$ cat config.mk
export PLATFORM = sky130hd
export DESIGN_NAME = pfdm_monitor
export DESIGN_NICKNAME = d
export VERILOG_FILES = /design/src/pfdm_pkg.sv /design/src/pfdm_monitor.sv /design/src/pfdm_persist_timer.sv
export SDC_FILE = /design/constraint.sdc
export NUM_CORES = 1
export LEC_CHECK = 0
export BUFFER_PORTS_ARGS = -buffer_cell sky130_fd_sc_hd__buf_2
export CAP_MARGIN = 20
export CELL_PAD_IN_SITES_DETAIL_PLACEMENT = 2
export CELL_PAD_IN_SITES_GLOBAL_PLACEMENT = 2
export CORE_MARGIN = 1.5
export CORE_UTILIZATION = 44
export CTS_CLUSTER_SIZE = 8
export DETAILED_ROUTE_END_ITERATION = 10
export PLACE_DENSITY_LB_ADDON = 0.1
export SLEW_MARGIN = 20
export SYNTH_ARGS = -nofsm -noshare
export SYNTH_HDL_FRONTEND = slang
export SYNTH_SLANG_ARGS = --single-unit
$ cat constraint.sdc
create_clock -name clk -period 4.9 [get_ports clk]
set_input_delay 0.49 -clock clk [delete_from_list [all_inputs] [get_ports clk]]
set_output_delay 0.49 -clock clk [all_outputs]
set_load 0.005 [all_outputs]
$ cat src/pfdm_pkg.sv
// Shared constants and carrier types of the port fault and disconnect monitor
package pfdm_pkg;
   // Clock rate
   localparam int CLK_PERIOD_NS  = 100;
   // Switch fault must persist longer than this before a chip reset
   localparam int FAULT_TIME_NS  = 180000;
   // Least time rounds up to whole cycles
   localparam int FAULT_CYC      = (FAULT_TIME_NS + CLK_PERIOD_NS - 1) /
                                   CLK_PERIOD_NS;
   // Reset fires on the first cycle beyond the fault time
   localparam int FAULT_LIMIT    = FAULT_CYC + 1;
   // Length of the internal chip reset pulse in cycles
   localparam int RST_HOLD_CYC   = 4;
   // Default disconnect timeout in microseconds
   localparam int DIS_TIMEOUT_US = 350000;
   // Counter widths
   localparam int CNT_W          = 32;
   localparam int HOLD_W         = 3;
   localparam logic [HOLD_W-1:0] HOLD_ZERO = 3'h0;
   localparam logic [HOLD_W-1:0] HOLD_ONE  = 3'h1;

   // Analog comparator outputs, all active high
   typedef struct packed {
      logic port_on_seen;  // Port voltage says the switch conducts
      logic sense_high;    // Sense input abnormally high
      logic gate_high;     // Gate output abnormally high
      logic low_current;   // Port current under the 7.5 mA threshold
      logic supply_undervoltage_lockout; // Supply undervoltage fault
   } pfdm_sense_t;

   // Monitor state machine
   typedef enum logic [1:0] {
      PFDM_RESET,
      PFDM_OFF,
      PFDM_ON
   } pfdm_state_t;
endpackage

$ cat src/pfdm_monitor.sv
// Port switch fault and disconnect monitor for one powered port
`timescale 1ns/100ps
module pfdm_monitor
#(
   parameter int DIS_TIMEOUT = pfdm_pkg::DIS_TIMEOUT_US
) (
   // Clock and reset
   input  wire logic                 clk,
   input  wire logic                 rst,
   // Port power commands from the port sequencer
   input  wire logic                 pwr_on_cmd,
   input  wire logic                 pwr_off_cmd,
   // Comparator outputs
   input  wire pfdm_pkg::pfdm_sense_t sense_in,
   // Port control, chip reset and fault flag
   output logic                      port_pwr_en_r,
   output logic                      port_off_req,
   output logic                      chip_reset_r,
   output logic                      switch_fault
);
   import pfdm_pkg::*;

   // Longest time rounds down, never below one cycle
   localparam longint DIS_CYC_RAW = (longint'(DIS_TIMEOUT) * 64'd1000) /
                                    longint'(CLK_PERIOD_NS);
   localparam int     DIS_CYC     = (DIS_CYC_RAW < 1) ? 1 : int'(DIS_CYC_RAW);

   pfdm_state_t       state_r;        // Monitor state
   pfdm_state_t       state_nxt;      // Next monitor state
   logic [HOLD_W-1:0] hold_r;         // Chip reset pulse counter
   logic [CNT_W-1:0]  fault_cnt;      // Fault persistence count
   logic              fault_exp;      // Fault persisted too long
   logic [CNT_W-1:0]  dis_cnt;        // Disconnect timer count
   logic              dis_exp;        // Disconnect timer expired
   logic              dis_run;        // Disconnect timer advancing
   logic              reset_trig;     // Any cause of a chip reset

   // Switch fault decode
   function automatic logic is_switch_fault(input pfdm_sense_t s,
                                            input logic        en);
      is_switch_fault = (s.port_on_seen && !en) || s.sense_high ||
                        s.gate_high;
   endfunction

   // Combined fault level
   assign switch_fault = is_switch_fault(sense_in, port_pwr_en_r);

   // Persistent fault or undervoltage starts a reset
   assign reset_trig = fault_exp || sense_in.supply_undervoltage_lockout;

   // Timer advances while powered with current below threshold
   assign dis_run = port_pwr_en_r && sense_in.low_current;

   // Fault persistence timer, cleared during chip reset
   pfdm_persist_timer #(
      .W     (CNT_W),
      .LIMIT (FAULT_LIMIT)
   ) u_fault_tmr (
      .clk     (clk),
      .rst     (rst),
      .run     (switch_fault),
      .clear   (chip_reset_r),
      .count_r (fault_cnt),
      .expired (fault_exp)
   );

   // Disconnect timer; a drop of run clears it to zero
   pfdm_persist_timer #(
      .W     (CNT_W),
      .LIMIT (DIS_CYC)
   ) u_dis_tmr (
      .clk     (clk),
      .rst     (rst),
      .run     (dis_run),
      .clear   (chip_reset_r),
      .count_r (dis_cnt),
      .expired (dis_exp)
   );

   // Next state of the port monitor
   always_comb begin
      state_nxt = state_r;
      unique case (state_r)
         // Hold in reset until the pulse has run out
         PFDM_RESET: begin
            if (hold_r == HOLD_ONE) begin
               state_nxt = PFDM_OFF;
            end
         end
         // Port off until commanded on
         PFDM_OFF: begin
            if (pwr_on_cmd && !pwr_off_cmd) begin
               state_nxt = PFDM_ON;
            end
         end
         // Port powered until off command or disconnect
         PFDM_ON: begin
            if (pwr_off_cmd || dis_exp) begin
               state_nxt = PFDM_OFF;
            end
         end
      endcase
      // A reset cause overrides everything
      if (reset_trig) begin
         state_nxt = PFDM_RESET;
      end
   end

   // State register
   always_ff @(posedge clk or posedge rst) begin
      if (rst) begin
         state_r <= PFDM_RESET;
      end else begin
         state_r <= state_nxt;
      end
   end

   // Chip reset pulse length counter
   always_ff @(posedge clk or posedge rst) begin
      if (rst) begin
         hold_r <= HOLD_W'(RST_HOLD_CYC);
      end else if (reset_trig) begin
         hold_r <= HOLD_W'(RST_HOLD_CYC);
      end else if (hold_r != HOLD_ZERO) begin
         hold_r <= hold_r - HOLD_ONE;
      end
   end

   // Chip reset output follows the reset state
   always_ff @(posedge clk or posedge rst) begin
      if (rst) begin
         chip_reset_r <= 1'b1;
      end else begin
         chip_reset_r <= (state_nxt == PFDM_RESET);
      end
   end

   // Port power enable, off through any reset
   always_ff @(posedge clk or posedge rst) begin
      if (rst) begin
         port_pwr_en_r <= 1'b0;
      end else begin
         port_pwr_en_r <= (state_nxt == PFDM_ON);
      end
   end

   // One-cycle pulse when the disconnect timer turns the port off
   always_ff @(posedge clk or posedge rst) begin
      if (rst) begin
         port_off_req <= 1'b0;
      end else begin
         port_off_req <= (state_r == PFDM_ON) && dis_exp && !reset_trig;
      end
   end

   localparam int FAULT_LIMIT_I = FAULT_LIMIT;
endmodule

$ cat src/pfdm_persist_timer.sv
// Saturating persistence timer that counts while its condition holds
`timescale 1ns/100ps
module pfdm_persist_timer #(
   parameter int W     = 32,
   parameter int LIMIT = 1801
) (
   // Clock and reset
   input  wire logic         clk,
   input  wire logic         rst,
   // Control
   input  wire logic         run,
   input  wire logic         clear,
   // Status
   output logic [W-1:0]      count_r,
   output logic              expired
);
   localparam logic [W-1:0] LIMIT_W = W'(LIMIT);
   localparam logic [W-1:0] ONE_W   = W'(1);

   // Count up while run holds, saturating at the limit; clear wins
   always_ff @(posedge clk or posedge rst) begin
      if (rst) begin
         count_r <= '0;
      end else if (clear || !run) begin
         count_r <= '0;
      end else if (count_r < LIMIT_W) begin
         count_r <= count_r + ONE_W;
      end
   end

   // Expiry is a level while the count sits at the limit
   assign expired = (count_r == LIMIT_W);
endmodule

* Word-level counts from Yosys, hierarchy flattened
Index checks and enable logic that the tools add are counted.
Word-level totals: register bits after elaboration 72, input port bits 9, output and inout port bits 4
Cells by class: add/subtract/negate cells 3, $lt $le $gt $ge 2, eq/ne operators 6, multiplexer cells 11, reduce and logical (&&, ||, !) cells 22
Operators with widths (number):
- 32-bit 2-to-1 mux | 4
- 32-bit by 1-bit adder with 32-bit output (second input constant) | 2
- 32-bit by 11-bit == test with 1-bit output (second input constant) | 1
- 32-bit by 22-bit == test with 1-bit output (second input constant) | 1
- 32-bit by 11-bit < comparator with 1-bit output (second input constant) | 1
- 32-bit by 22-bit < comparator with 1-bit output (second input constant) | 1
- 2-bit 2-to-1 mux | 4
- 1-bit logical OR | 6
- 3-bit 2-to-1 mux | 2
- 2-bit case mux with 3 select lines | 1
- 2-bit nonzero test | 3
- 1-bit logical AND | 5
- 1-bit logical NOT | 5
- 2-bit == test (second input constant) | 2
- 2-bit logical NOT | 2
- 3-bit by 1-bit == test with 1-bit output (second input constant) | 1
- 3-bit nonzero test | 1
- 3-bit by 1-bit subtractor with 3-bit output (second input constant) | 1
- 2-bit by 1-bit == test with 1-bit output (second input constant) | 1

* Logic depth before layout (Yosys ltp)
depth in word-level cells 7, gate-level depth with buffers 8, depth with buffers taken out 7

* Modules after synthesis
From an unflattened synthesis, not the netlist that was laid out.
Unflattened totals: cell total of the unflattened synthesis 346, area total of the unflattened synthesis 3527.1 um2
Modules (own cells, without submodules):
- pfdm_persist_timer (u_dis_tmr) | instances 1, cells an instance 174, area an instance 1666.6 um2, seq. area each 800.8 um2
- pfdm_persist_timer (u_fault_tmr) | instances 1, cells an instance 127, area an instance 1377.6 um2, seq. area each 800.8 um2
- pfdm_monitor | instances 1, cells an instance 45, area an instance 483.0 um2, seq. area each 202.7 um2

* Least setup slack after synthesis
No wires, ideal clock.
kind reg-to-reg, start point register u_dis_tmr.count_r[28], end point register u_dis_tmr.count_r[10], setup time 0.120 ns, arrival 1.871 ns, required time 4.780 ns, slack 2.908 ns, stages on the path, launching flop included 7, path buffers 1, path through dfrtp_1 > nor4_4 > o2111ai_4 > a2111oi_4 > buf_6 > a31oi_1 > a41o_1
Between the ends: cells in the longest elaborated chain, start to end 2
Ends and longest elaborated chain:
- start: declaration | RTL line pfdm_persist_timer.sv:14 | output logic [W-1:0] count_r,
- start signal: assignment | RTL line pfdm_persist_timer.sv:27 | count_r <= count_r + ONE_W;
- 32-bit by 22-bit < comparator with 1-bit output | RTL line pfdm_persist_timer.sv:26 | end else if (count_r < LIMIT_W) begin
- 2-bit nonzero test (no source line)
No other way between the ends. A chain may end at the register's enable or synchronous reset.

* Worst setup path in the final report
start point register u_dis_tmr.count_r[22], end point register u_dis_tmr.count_r[14]
The elaborated chain is that of the path after synthesis.

==> flow_metrics.tcl <==
set metrics [dict create \
    outcome "completed" \
    path_class "flop to flop" \
    synthToLayoutAreaGrowth_pct 11.37 \
    yosys-top-cells-area "dfrtp_1 (48%), and2_1 (5.5%), nor2_1 (3.9%)" \
    syn_inst 349 \
    wl_mm 9.358 \
    sw_frac_of_total_pct 26.32 \
    fillers 812 \
    max_stage_delay_ns 0.94 \
    synth.distinct_cells 50 \
    critPathMaxFanout 14 \
    wl_per_cell_um 19.83 \
    leakage_nw 1.856 \
    clockBufferDepth 2 \
    highest_layer "met4" \
    critical_path.cell_chain "nor4_4, o2111ai_4, a2111oi_4, a31oi_1, a41o_2" \
    cts.clk_slew.worst_paths_ns 0.08 \
    crit_slowest_cell "a2111oi_4" \
    power_frac_comb_pct 12.7 \
    synth_top_area_share_pct 48.11 \
    worstReg2RegEnd "u_dis_tmr.count_r[14]" \
    clock_sinks 72 \
    drc 0 \
    ioPinCount 13 \
    fin_crit_ns 2.613 \
    die_w_um 93.97 \
    grt_max_degree 50 \
    skew_ns 0.006458 \
    min_period_over_period_pct 53.32 \
    cts_tree "yes" \
    clkPwrFrac_pct 41.7 \
    cts_buffers 9 \
    synth_compound_area_share_pct 15.36 \
    die_y_um 93.97 \
    grt_first_pass_wirelength_mm 15.85 \
    synth_top_family_by_area "simple AND/OR/NAND/NOR gates" \
    n_antenna_cell 0 \
    seqPwrFrac_pct 45.6 \
    rows 32 \
    reg2reg_depth 5 \
    viasPerCell 5.720 \
    critPathTopFamily "compound AO/OA/AOI/OAI gates" \
    cts_root_buffer "clkbuf_8" \
    fmax_mhz 382.8 \
    rsz0062_at_grt "no" \
    place_congestion 0.7666 \
    clk_latency_ns 0.35 \
    placedCellCount 456 \
    final_max_slew_viol_count 0 \
    peakVddDrop_mv 0.1959 \
    synth_area_um2 3641 \
    yosys.area.top_type "dfrtp_1" \
    cp-end-kind "flop" \
    synth_xor_area_share_pct 3.127 \
    drive_above_1_share_pct 16.76 \
    fin_cells 472 \
    most-common-layout-cells "dfrtp_1 (70), nor2_1 (38), and2_1 (32)" \
    synth-simple-area-share_pct 23.71 \
    coreArea_um2 7888 \
    rr_startpoint "u_dis_tmr.count_r[22]" \
    synth_seq_cells 72 \
    drt-pass1-iter-count 4 \
    cap_violations 0 \
    synth_flop_cell "dfrtp_1" \
    yosysWarningCount 0 \
    antenna_found_initial 0 \
    maxSlewHeadroom_pct 36.04 \
    drtIter0Drc 103 \
    dpl.hpwl_mm 6.085 \
    layout_commonest_cell "dfrtp_1" \
    synth.area.mux_share_pct 1.100 \
    p_int_mw 1.041 \
    avgSynthCellArea_um2 10.43 \
    start_util_pct 46.16 \
    h-tree-depth 3 \
    setup_viol 0 \
    via_count 2700 \
    grtUsageTotal_pct 23.71 \
    wl_met3_um 209 \
    crit_required_ns 5.14 \
    cts_setup_buffers 0 \
    cts_resized 0 \
    route.layer.met1.wl_mm 4.200 \
    wl_met2_mm 4.794 \
    startpoint_type "flop" \
    grt_overflow 0 \
    rrSetupSlack_ns 2.29 \
    place_area_um2 3810 \
    hp-class "primary input to async pin" \
    path_buf_inv 0 \
    antenna_left 0 \
    multiInputGateArea_um2 1702 \
    worstMarginPinSlew_ns 0.9594 \
    dieArea_um2 8829 \
    regArea_um2 1804 \
    async_reset_ff_share_pct 100.0 \
    final_cell_area_um2 4055 \
    power_density_nw_per_um2 348.3 \
    postCtsHoldBufs 0 \
    cp.arrival_ns 2.85 \
    nNetsFinal 384 \
    fin_tns_setup_ns 0 \
    p_sw_uw 371.8 \
    synth_edf_count 0 \
    timing_hold_violations_final 0 \
    io_buffers 12 \
    syn-num-nets 368 \
    first_global_vias 3047 \
    ys_seq_area_share_pct 49.55 \
    total_power_mw 1.412 \
    synth-adder-area-share_pct 3.436 \
]
==> how the worst max path moves through the flow <==
stage                                startpoint                    end  slack (ns)  depth (start not counted)
after global routing      u_dis_tmr.count_r[22]  u_dis_tmr.count_r[14]        2.13                          5
final                     u_dis_tmr.count_r[22]  u_dis_tmr.count_r[14]        2.29                          5
after CTS                 u_dis_tmr.count_r[22]  u_dis_tmr.count_r[14]        2.30                          5
after detailed placement  u_dis_tmr.count_r[22]  u_dis_tmr.count_r[14]        2.29                          5
after global placement    u_dis_tmr.count_r[28]  u_dis_tmr.count_r[20]        2.47                          5
after floorplan                             rst              hold_r[0]        2.59                          1
==> logic make-up (layout without fill, tap and decap cells) <==
logic type	count (synthesis)	after routing
flip-flops	72	72
XOR/XNOR	13	13
AND/OR/NAND/NOR	153	153
buffers and inverters	33	54
adder cells (fa/ha/maj)	10	10
AO/OA/AOI/OAI	64	64
multiplexers	4	4
==> worst reg2reg max path: stages, from the launching register on <==
cell	delay (ns)
dfrtp_1	0.42
nor4_4	0.40
o2111ai_4	0.28
a2111oi_4	0.94
a31oi_1	0.21
a41o_2	0.27
==> sequential cells by signal, summed over array words and instances (netlist names) <==
register	cells
hold_r	3
port_off_req	1
u_fault_tmr.count_r	32
port_pwr_en_r	1
u_dis_tmr.count_r	32
chip_reset_r	1
state_r	2
==> per-stage QoR <==
step           worst slack (ns)  hold slack [ns]  utilization [%]
6_report                  2.287           0.1655            51.41
5_1_grt                   2.133           0.1966            51.41
4_1_cts                   2.297           0.1771            51.41
3_5_place_dp              2.294           0.4728            48.30
3_3_place_gp              2.474           0.4684            48.30
2_1_floorplan             2.588           0.4539                -
==> per-layer routing <==
metal | GRT usage, % | vias to the layer above
met5 | 0 | -
met3 | 4.126 | 15
met2 | 41.12 | 25
met4 | 7.338 | 0
li1 | - | 1261
met1 | 30.05 | 1399
==> cells in the mapped netlist, types with 5 or more instances <==
master / n
nor2b_1: 5
nand4_1: 9
nor2_1: 38
nand3_1: 7
xnor2_1: 13
nand2_1: 21
a31o_2: 7
and3_1: 8
a31oi_1: 7
inv_1: 21
nor3_1: 6
a21oi_1: 13
dfrtp_1: 70
a211oi_1: 8
clkbuf_1: 7
nor4_1: 5
and2_1: 32
nand2b_1: 5
ha_1: 10
==> final cells by class <==
cell class / instances / area share (%)
multi-input combinational: 244 / 41.96
tap: 102 / 3.147
clock buffer: 11 / 3.487
inverter: 21 / 1.944
sequential: 72 / 44.49
clock inverter: 5 / 2.561
timing repair buffer: 17 / 2.407
==> power groups by stage <==
| stage | Sequential, mW | Clock [mW] | Combinational (mW) |
|---|---|---|---|
| after floorplan | 0.649 | 0 | 0.129 |
| after global placement | 0.654 | 0 | 0.169 |
| after detailed placement | 0.656 | 0 | 0.178 |
| after CTS | 0.645 | 0.599 | 0.183 |
| after global routing | 0.648 | 0.624 | 0.205 |
| final | 0.645 | 0.589 | 0.179 |
(Power assumes the default switching activity.)
